File: src/hdl/eeprom_seq_params.svh
// Purpose: Offsets, field positions, reset values and timing counts
// Assumes: Included by the sequencer files
// Notes: Definitions only
`ifndef EEPROM_SEQ_PARAMS_SVH
`define EEPROM_SEQ_PARAMS_SVH
`define OFS_CONTROL 12'h000
`define OFS_MODE 12'h004
`define OFS_ADDR_HIGH 12'h008
`define OFS_ADDR_LOW 12'h00c
`define OFS_DATA 12'h010
`define OFS_TRIGGER 12'h014
`define OFS_LOW_BOUND 12'h018
`define OFS_REGION 12'h01c
`define OFS_STATUS 12'h020
`define BIT_ENABLE 7
`define BIT_DONE 0
`define BIT_BUSY 1
`define MODE_STANDBY 8'h00
`define MODE_EE_PROGRAM 8'hc8
`define MODE_EE_READ 8'hc0
`define KEY_FIRST 8'h46
`define KEY_SECOND 8'hb9
`define EE_ADDR_W 9
`define EE_DEPTH 512
`define FLASH_TOP 13'h1fff
`define BOOT_STEP 13'h0200
`define BOOT_MAX_STEPS 3'h7
`define RST_BOOT_STEPS 3'h3
`define RST_LOW_BOUND 8'h1a
`define PROGRAM_TIME_US 2
`define PROGRAM_CYCLES ((`PROGRAM_TIME_US * 1000) / 10)
`define READ_CYCLES 2
`endif

File: src/hdl/eeprom_seq_pkg.sv
// Purpose: Types shared by the sequencer files
// Assumes: Constants come from the params header
// Notes: Types only
package eeprom_seq_pkg;
  typedef enum logic [3:0] {
    ST_IDLE = 4'b0001,
    ST_READ = 4'b0010,
    ST_PROG = 4'b0100,
    ST_DONE = 4'b1000
  } engine_state_type;
  typedef enum logic [1:0] {
    RUN_BOOT = 2'h0,
    RUN_CODE = 2'h1,
    RUN_DATA = 2'h2
  } run_region_type;
endpackage : eeprom_seq_pkg

File: src/hdl/eeprom_array.sv
// Purpose: 512-byte storage with one synchronous port
// Assumes: One access per cycle
// Notes: Byte writes overwrite directly, no erase needed
`timescale 1ns/1ps
`include "eeprom_seq_params.svh"
module eeprom_array (
  input wire logic hclk,
  input wire logic wr_en,
  input wire logic [`EE_ADDR_W-1:0] addr,
  input wire logic [7:0] wdata,
  output logic [7:0] rdata
);
  logic [7:0] mem [0:`EE_DEPTH-1];
  always_ff @(posedge hclk) begin
    if (wr_en) begin
      mem[addr] <= wdata;
    end
    rdata <= mem[addr];
  end
endmodule : eeprom_array

File: src/hdl/eeprom_access_sequencer.sv
// What this block does
// - Boot region code may write code and data regions; code only data.
// - Boot region size is off or 0.5KB steps to 3.5KB in 8KB.
// - Data region spans low-bound register up to boot region start.
// - Low bound comes from hardware option or code-region software.
// - Byte program works at any address without erase.
// - Operations never stall the CPU; bus answers at once.
// - Busy flag is high while an operation runs.
// - Done flag sets on completion and stays until cleared.
// - Only with control bit 7 set is an access processed.
// - Mode 0xc8 selects byte program.
// - Mode 0xc0 selects byte read.
// - Address is high byte joined with low byte; data from data reg.
// - Operation starts after 0x46 then 0xb9 to trigger register.
// - Read result lands in data register.
// - Address wraps onto low 9 bits.
// - Low address byte never carries into the high byte.
// - Writing control bit 0 as 1 clears the done flag.
//
// Purpose: EEPROM byte engine and flash partition checker over AHB-Lite
// Assumes: Single-word transfers; slave always OKAY, zero wait states
// Notes: Flash erase and program sequences are not implemented here
//
// Decided for this implementation: register access over AHB-Lite and the register addresses.
`timescale 1ns/1ps
`include "eeprom_seq_params.svh"
module eeprom_access_sequencer (
  input wire logic hclk,
  input wire logic hresetn,
  input wire logic hsel,
  input wire logic [31:0] haddr,
  input wire logic [1:0] htrans,
  input wire logic hwrite,
  input wire logic [2:0] hsize,
  input wire logic [31:0] hwdata,
  input wire logic hready,
  output logic [31:0] hrdata,
  output logic hreadyout,
  output logic hresp,
  input wire logic [2:0] boot_size_option,
  input wire logic [7:0] low_bound_option,
  input wire logic [1:0] run_region,
  input wire logic [12:0] flash_write_addr,
  output logic flash_write_allowed
);
  // ****************************************************************
  // Bus slave
  // ****************************************************************
  logic wr_pend_q, wr_pend_d;
  logic [11:0] addr_q, addr_d;
  logic rd_pend_q, rd_pend_d;
  logic take;
  logic bus_wr;
  logic [7:0] wbyte;

  assign take = hsel && hready && htrans[1];
  assign hreadyout = 1'b1;
  assign hresp = 1'b0;
  assign bus_wr = wr_pend_q;
  assign wbyte = hwdata[7:0];

  always_comb begin
    wr_pend_d = take && hwrite;
    rd_pend_d = take && !hwrite;
    addr_d = take ? haddr[11:0] : addr_q;
  end

  always_ff @(posedge hclk or negedge hresetn) begin
    if (!hresetn) begin
      wr_pend_q <= 1'b0;
      rd_pend_q <= 1'b0;
      addr_q <= 12'h000;
    end else begin
      wr_pend_q <= wr_pend_d;
      rd_pend_q <= rd_pend_d;
      addr_q <= addr_d;
    end
  end

  // ****************************************************************
  // Software registers
  // ****************************************************************
  logic enable_q, enable_d;
  logic [7:0] mode_q, mode_d;
  logic [7:0] addr_hi_q, addr_hi_d;
  logic [7:0] addr_lo_q, addr_lo_d;
  logic [7:0] data_q, data_d;
  logic [7:0] low_bound_q, low_bound_d;
  logic bound_loaded_q, bound_loaded_d;
  logic key_armed_q, key_armed_d;
  logic done_q, done_d;
  logic start_read, start_prog, finish;
  logic [7:0] ee_rdata;
  logic load_read;
  logic mode_ok;
  logic busy;

  assign mode_ok = (mode_q == `MODE_EE_PROGRAM) ||
                   (mode_q == `MODE_EE_READ);

  always_comb begin
    enable_d = enable_q;
    mode_d = mode_q;
    addr_hi_d = addr_hi_q;
    addr_lo_d = addr_lo_q;
    data_d = data_q;
    low_bound_d = low_bound_q;
    bound_loaded_d = 1'b1;
    key_armed_d = key_armed_q;
    done_d = done_q;
    start_read = 1'b0;
    start_prog = 1'b0;
    if (!bound_loaded_q) begin
      // Strap sampled once after reset release
      low_bound_d = low_bound_option;
    end
    if (bus_wr) begin
      case (addr_q)
        `OFS_CONTROL: begin
          enable_d = wbyte[`BIT_ENABLE];
          if (wbyte[`BIT_DONE]) begin
            done_d = 1'b0;
          end
        end
        `OFS_MODE: mode_d = wbyte;
        `OFS_ADDR_HIGH: addr_hi_d = wbyte;
        // Plain byte store: no carry path into the high byte
        `OFS_ADDR_LOW: addr_lo_d = wbyte;
        `OFS_DATA: data_d = wbyte;
        `OFS_LOW_BOUND: begin
          if (run_region == eeprom_seq_pkg::RUN_CODE) begin
            low_bound_d = wbyte;
          end
        end
        `OFS_TRIGGER: begin
          if (key_armed_q && wbyte == `KEY_SECOND) begin
            key_armed_d = 1'b0;
            if (enable_q && !busy) begin
              start_read = (mode_q == `MODE_EE_READ);
              start_prog = (mode_q == `MODE_EE_PROGRAM);
            end
          end else begin
            key_armed_d = (wbyte == `KEY_FIRST);
          end
        end
        default: ;
      endcase
    end
    if (load_read) begin
      data_d = ee_rdata;
    end
    if (finish) begin
      done_d = 1'b1;
    end
  end

  always_ff @(posedge hclk or negedge hresetn) begin
    if (!hresetn) begin
      enable_q <= 1'b0;
      mode_q <= `MODE_STANDBY;
      addr_hi_q <= 8'h00;
      addr_lo_q <= 8'h00;
      data_q <= 8'h00;
      low_bound_q <= `RST_LOW_BOUND;
      bound_loaded_q <= 1'b0;
      key_armed_q <= 1'b0;
      done_q <= 1'b0;
    end else begin
      enable_q <= enable_d;
      mode_q <= mode_d;
      addr_hi_q <= addr_hi_d;
      addr_lo_q <= addr_lo_d;
      data_q <= data_d;
      low_bound_q <= low_bound_d;
      bound_loaded_q <= bound_loaded_d;
      key_armed_q <= key_armed_d;
      done_q <= done_d;
    end
  end

  // ****************************************************************
  // Engine
  // ****************************************************************
  eeprom_seq_pkg::engine_state_type state_q, state_d;
  logic [7:0] count_q, count_d;
  logic [`EE_ADDR_W-1:0] op_addr_q, op_addr_d;
  logic [7:0] op_data_q, op_data_d;
  logic ee_wr;

  assign busy = (state_q != eeprom_seq_pkg::ST_IDLE);

  always_comb begin
    state_d = state_q;
    count_d = count_q;
    op_addr_d = op_addr_q;
    op_data_d = op_data_q;
    finish = 1'b0;
    load_read = 1'b0;
    ee_wr = 1'b0;
    case (state_q)
      eeprom_seq_pkg::ST_IDLE: begin
        // High bits beyond the array are dropped
        op_addr_d = {addr_hi_q[0], addr_lo_q};
        op_data_d = data_q;
        if (start_read) begin
          state_d = eeprom_seq_pkg::ST_READ;
          count_d = 8'(`READ_CYCLES);
        end else if (start_prog) begin
          state_d = eeprom_seq_pkg::ST_PROG;
          count_d = 8'(`PROGRAM_CYCLES);
        end
      end
      eeprom_seq_pkg::ST_READ: begin
        count_d = count_q - 8'h01;
        if (count_q == 8'h01) begin
          load_read = 1'b1;
          state_d = eeprom_seq_pkg::ST_DONE;
        end
      end
      eeprom_seq_pkg::ST_PROG: begin
        count_d = count_q - 8'h01;
        if (count_q == 8'h01) begin
          ee_wr = 1'b1;
          state_d = eeprom_seq_pkg::ST_DONE;
        end
      end
      eeprom_seq_pkg::ST_DONE: begin
        finish = 1'b1;
        state_d = eeprom_seq_pkg::ST_IDLE;
      end
      default: state_d = eeprom_seq_pkg::ST_IDLE;
    endcase
  end

  always_ff @(posedge hclk or negedge hresetn) begin
    if (!hresetn) begin
      state_q <= eeprom_seq_pkg::ST_IDLE;
      count_q <= 8'h00;
      op_addr_q <= 9'h000;
      op_data_q <= 8'h00;
    end else begin
      state_q <= state_d;
      count_q <= count_d;
      op_addr_q <= op_addr_d;
      op_data_q <= op_data_d;
    end
  end

  eeprom_array u_array (
    .hclk(hclk),
    .wr_en(ee_wr),
    .addr(op_addr_q),
    .wdata(op_data_q),
    .rdata(ee_rdata)
  );

  // ****************************************************************
  // Flash partition check
  // ****************************************************************
  logic [13:0] boot_start;
  logic [12:0] data_low;
  logic in_data, in_code;

  // Size option 0 disables the region; steps clamp at seven
  // One bit wider so a disabled region starts just past the top
  assign boot_start = {1'b0, `FLASH_TOP} + 14'h0001 -
                      14'(boot_size_option) * {1'b0, `BOOT_STEP};
  assign data_low = {low_bound_q[6:0], 6'h00};
  assign in_data = (flash_write_addr >= data_low) &&
                   ({1'b0, flash_write_addr} < boot_start);
  assign in_code = (flash_write_addr < data_low);

  always_comb begin
    case (run_region)
      eeprom_seq_pkg::RUN_BOOT:
        flash_write_allowed = in_data || in_code;
      eeprom_seq_pkg::RUN_CODE:
        flash_write_allowed = in_data;
      default: flash_write_allowed = 1'b0;
    endcase
  end

  // ****************************************************************
  // Read data
  // ****************************************************************
  logic [31:0] rdata_d;
  always_comb begin
    rdata_d = 32'h00000000;
    case (haddr[11:0])
      `OFS_CONTROL: rdata_d[7:0] = {enable_q, 6'h00, done_q};
      `OFS_MODE: rdata_d[7:0] = mode_q;
      `OFS_ADDR_HIGH: rdata_d[7:0] = addr_hi_q;
      `OFS_ADDR_LOW: rdata_d[7:0] = addr_lo_q;
      `OFS_DATA: rdata_d[7:0] = data_q;
      `OFS_LOW_BOUND: rdata_d[7:0] = low_bound_q;
      `OFS_REGION: rdata_d[13:0] = boot_start;
      `OFS_STATUS: rdata_d[1:0] = {busy, done_q};
      default: rdata_d = 32'h00000000;
    endcase
  end

  always_ff @(posedge hclk or negedge hresetn) begin
    if (!hresetn) begin
      hrdata <= 32'h00000000;
    end else if (take && !hwrite) begin
      hrdata <= rdata_d;
    end
  end

  // ****************************************************************
  // Checks
  // ****************************************************************
  a_done_sets: assert property (@(posedge hclk) disable iff (!hresetn)
    finish |=> done_q) else $error("done flag not set");
  a_busy_run: assert property (@(posedge hclk) disable iff (!hresetn)
    (start_read || start_prog) |=> busy[*2])
    else $error("busy not held");
  a_no_start_off: assert property (@(posedge hclk) disable iff (!hresetn)
    !enable_q |-> !(start_read || start_prog))
    else $error("start while disabled");
  a_prog_mode: assert property (@(posedge hclk) disable iff (!hresetn)
    start_prog |-> mode_q == `MODE_EE_PROGRAM)
    else $error("program bad mode");
  a_read_mode: assert property (@(posedge hclk) disable iff (!hresetn)
    start_read |-> mode_q == `MODE_EE_READ)
    else $error("read bad mode");
  a_key_order: assert property (@(posedge hclk) disable iff (!hresetn)
    (start_read || start_prog) |-> key_armed_q && wbyte == `KEY_SECOND)
    else $error("start without key");
  a_read_lands: assert property (@(posedge hclk) disable iff (!hresetn)
    start_read |-> ##3 (data_q == $past(ee_rdata)) ##1 done_q)
    else $error("read data missing");
  a_addr_wrap: assert property (@(posedge hclk) disable iff (!hresetn)
    (state_q == eeprom_seq_pkg::ST_IDLE) |=>
      op_addr_q == {$past(addr_hi_q[0]), $past(addr_lo_q)})
    else $error("address wrong");
  a_code_limit: assert property (@(posedge hclk) disable iff (!hresetn)
    (run_region == eeprom_seq_pkg::RUN_CODE && flash_write_allowed)
      |-> in_data) else $error("code wrote outside data");
  a_never_stall: assert property (@(posedge hclk) disable iff (!hresetn)
    busy |-> hreadyout) else $error("bus stalled");
endmodule : eeprom_access_sequencer

File: config.mk
export PLATFORM = sky130hd
export DESIGN_NAME = eeprom_access_sequencer
export DESIGN_NICKNAME = d
export VERILOG_FILES = /design/src/hdl/eeprom_seq_pkg.sv /design/src/hdl/eeprom_array.sv /design/src/hdl/eeprom_access_sequencer.sv
export VERILOG_INCLUDE_DIRS = /design/src /design/src/hdl
export SDC_FILE = /design/constraint.sdc
export NUM_CORES = 2
export LEC_CHECK = 0
export BUFFER_PORTS_ARGS = -buffer_cell sky130_fd_sc_hd__clkbuf_2
export CORE_MARGIN = 3
export CORE_UTILIZATION = 45
export DETAILED_ROUTE_END_ITERATION = 12
export SLEW_MARGIN = 20
export SYNTH_ARGS = -nofsm -noshare
export SYNTH_HDL_FRONTEND = slang
export SYNTH_SLANG_ARGS = --single-unit
File: constraint.sdc
create_clock -name hclk -period 9.9 [get_ports hclk]
set_clock_uncertainty 0.15 [all_clocks]
set_input_delay 0.99 -clock hclk [delete_from_list [all_inputs] [get_ports hclk]]
set_output_delay 0.99 -clock hclk [all_outputs]
set_load 0.005 [all_outputs]
==> flow_metrics.env <==
export IMPL_setup_viol=0
export IMPL_power_density_cell_area_mw_per_mm2=195
export IMPL_grt_antenna_before_repair=22
export IMPL_gp_routability_congestion=0.954
export IMPL_synthArstFlopShare_pct=2.36
export IMPL_port_buffers=65
export IMPL_firstDrtPassIters=9
export IMPL_cts_root_cell="sky130_fd_sc_hd__clkbuf_16"
export IMPL_cts_resized=0
export IMPL_number_of_global_route_vias_before_repair=81500
export IMPL_grt_pass1_wl_um=651000
export IMPL_final_setup_tns_ns=0
export IMPL_overflow_left_after_global_routing=0
export IMPL_core_area_mm2=0.363
export IMPL_detailedRoute_firstIterationViolations=11700
export IMPL_regToRegEndpoint="u_array.mem[319][5]"
export IMPL_synth_ff_latch_count=4203
export IMPL_ys_seq_area_share_pct=76.5
export IMPL_route_final_wire_length_um=467000
export IMPL_initial_core_util_pct=45.3
export IMPL_top_post_synthesis_cells_by_count="sky130_fd_sc_hd__edfxtp_1 (4,096), sky130_fd_sc_hd__mux4_2 (1,028), sky130_fd_sc_hd__nor2_1 (599)"
export IMPL_fp_dieArea_mm2=0.372
export IMPL_layout_nets=8120
export IMPL_reg2reg_depth=9
export IMPL_drt_antenna_violating_nets=0
export IMPL_tritoncts="done"
export IMPL_final_hold_vio_count=0
export IMPL_worst_r2r_setup_slack_ns=4.26
export IMPL_total_leakage_power_nw=42.8
export IMPL_cts_hold_repair_buffers=1
export IMPL_pin_count_of_the_biggest_net_entering_global_routing=246
export IMPL_grt_setup_unrepaired="false"
export IMPL_cp_startpoint="count_q[2]"
export IMPL_final_layout_size_suffix_gt1_share_pct=23.9
export IMPL_cp_data_required_time_ns=10.34
export IMPL_final_max_slew_violation_count=0
export IMPL_syn_instance_count=7788
export IMPL_boundaryPins=135
export IMPL_result_of_the_run="finished clean"
export IMPL_crit_reg2reg_launch="count_q[2]"
export IMPL_final_core_util_pct=50.5
export IMPL_netlist_top_cells_area="sky130_fd_sc_hd__edfxtp_1 (75%), sky130_fd_sc_hd__mux4_2 (14%), sky130_fd_sc_hd__mux2i_1 (1.5%), sky130_fd_sc_hd__dfrtp_1 (1.4%), sky130_fd_sc_hd__nor2_1 (1.4%)"
export IMPL_cts_clk_slew_worst_paths_ns=0.06
export IMPL_synth_enable_flop_cells=4096
export IMPL_period_needed_ns=5.64
export IMPL_yosysMostFrequentCell="sky130_fd_sc_hd__edfxtp_1"
export IMPL_final_min_period_over_clock_period_pct=57.0
export IMPL_critPathLaunchType="flip-flop"
export IMPL_hold_path_class="in -> reg"
export IMPL_cts_setup_buffers=0
export IMPL_yosys_most_used_dff="sky130_fd_sc_hd__edfxtp_1"
export IMPL_hold_depth=3
export IMPL_crit_end="u_array.mem[319][5]"
export IMPL_max_clock_freq_mhz=177
export IMPL_h_tree_depth=5
export IMPL_num_cts_buffers=418
export IMPL_via_count=82800
export IMPL_combined_global_route_utilization_of_all_metal_layers_pct=24.9
export IMPL_cts_sinks=4203
export IMPL_slew_limit_headroom_pct=13.0
export IMPL_cp_max_fo=29
export IMPL_fillerInstances=28800
export IMPL_clk_insertion_delay_late_ns=0.97
export IMPL_syn_area_mm2=0.164
export IMPL_tightest_pin_transition_ns=1.30
export IMPL_syn_area_per_cell_um2=21.1
export IMPL_viasPerCell=6.29
export IMPL_vdd_ir_drop_worst_mv=0.155
export IMPL_ctsLongestPathBuffers=4
export IMPL_count_of_max_cap_constraint_violations=0
export IMPL_chipHeight_um=610
export IMPL_setup_worst_path_end_class="flip-flop"
export IMPL_dp_hpwl_um=289000
export IMPL_die_x_um=610
export IMPL_wl_per_cell_um=35.5
export IMPL_netlist_top_cell_by_area="sky130_fd_sc_hd__edfxtp_1"
export IMPL_critPathArrivalTime_ns=6.08
export IMPL_area_growth_synth_to_final_pct=11.6
export IMPL_yosysWarningCount=0
export IMPL_hold_path_startpoint="hwrite"
export IMPL_fraction_of_synthesized_cell_area_taken_by_the_top_area_cell_type_pct=74.9
export IMPL_fp_row_count=221
export IMPL_setup_worst_path_class="reg -> reg"
export IMPL_synth_unique_cells=78
export IMPL_drc=0
==> critical path: stages (launching register included) <==
cell                      delay [ns]
sky130_fd_sc_hd__dfrtp_1        0.41
sky130_fd_sc_hd__nor2_1         0.36
sky130_fd_sc_hd__nand2_1        0.14
sky130_fd_sc_hd__nor4b_1        0.54
sky130_fd_sc_hd__and4b_2        0.34
sky130_fd_sc_hd__buf_4          0.28
sky130_fd_sc_hd__buf_4          0.68
sky130_fd_sc_hd__nand4_1        1.06
sky130_fd_sc_hd__buf_4          0.59
sky130_fd_sc_hd__nor2_1         0.67
==> where the power goes <==
part	total, W	switching [W]	internal (W)
Clock	0.0153	0.00669	0.00863
Sequential	0.0194	0.0000576	0.0193
Combinational	0.00101	0.000701	0.000313
Total	0.0357	0.00745	0.0282
==> routing by layer <==
metal | part of all wire [%] | track usage (%) | vias up
li1 | - | - | 32800
met1 | 39 | 34.7 | 44500
met2 | 46 | 37.8 | 4520
met3 | 10 | 5.92 | 857
met4 | 4.8 | 10.4 | 4
met5 | 0.0064 | 0 | -
==> per-stage QoR <==
stage | hold slack (ns) | setup slack (ns) | instance area, um^2 | cells | power [W]
6_report | 0.103 | 4.26 | 183000 | 13200 | 0.0357
5_1_grt | 0.0810 | 4.15 | 183000 | 13100 | 0.0366
4_1_cts | 0.0254 | 4.28 | 183000 | 13100 | 0.0359
3_5_place_dp | 0.334 | 4.30 | 170000 | 12400 | 0.0207
3_3_place_gp | 0.322 | 4.27 | 170000 | 12400 | 0.0207
2_1_floorplan | 0.292 | 2.28 | 164000 | 7808 | 0.0203
==> area by class of cell <==
type | count | area [um^2] | share of cell area [%]
Timing Repair Buffer | 261 | 2220 | 1.21
Antenna cell | 14 | 35.0 | 0.0191
Inverter | 23 | 96.3 | 0.0526
Multi-Input combinational cell | 3099 | 36100 | 19.7
Sequential cell | 4203 | 126000 | 68.6
Clock buffer | 532 | 11000 | 6.02
Tap cell | 4794 | 6000 | 3.27
Clock inverter | 232 | 2070 | 1.13
==> placed cells by master (no fill, tap or decap), drive strengths merged, types with 25 or more instances in the layout <==
master  count
edfxtp   4096
mux4     1046
nor2      600
clkbuf    596
nand2     291
mux2i     243
buf       196
clkinv    183
nand3     123
dfrtp      95
a21oi      76
a22oi      71
mux2       70
o21ai      64
o22ai      59
inv        38
a31oi      37
nand4      35
bufinv     29
nor3       29
a32oi      25
==> state kept, by name, indices dropped and copies added, names as in the netlist <==
signal,flops
state_q,4
low_bound_q,8
addr_hi_q,8
op_addr_q,9
addr_q,12
bus_wr,1
u_array.mem,4096
addr_lo_q,8
data_q,8
key_armed_q,1
hrdata,13
bound_loaded_q,1
u_array.rdata,8
op_data_q,8
enable_q,1
done_q,1
mode_q,8
count_q,8
==> how the worst min path moves through the flow <==
stage / end / slack (ns)
after CTS: bus_wr / 0.03
after floorplan: done_q / 0.29
after global placement: hrdata[11] / 0.32
after global routing: bus_wr / 0.08
final: bus_wr / 0.10
after detailed placement: hrdata[6] / 0.33
==> kinds of logic (layout without fill, tap and decap cells) <==
group,after synthesis,in the layout,synth area share (%)
flip-flops,4203,4203,76.5
multiplexers,1359,1359,16.4
AND/OR/NAND/NOR,1209,1209,3.20
buffers and inverters,506,1048,1.70
AO/OA/AOI/OAI,494,494,2.10
adder cells (fa/ha/maj),14,14,0.107
other,2,36,0.00457
XOR/XNOR,1,1,0.00534
Power figures use the tool's default switching activity.
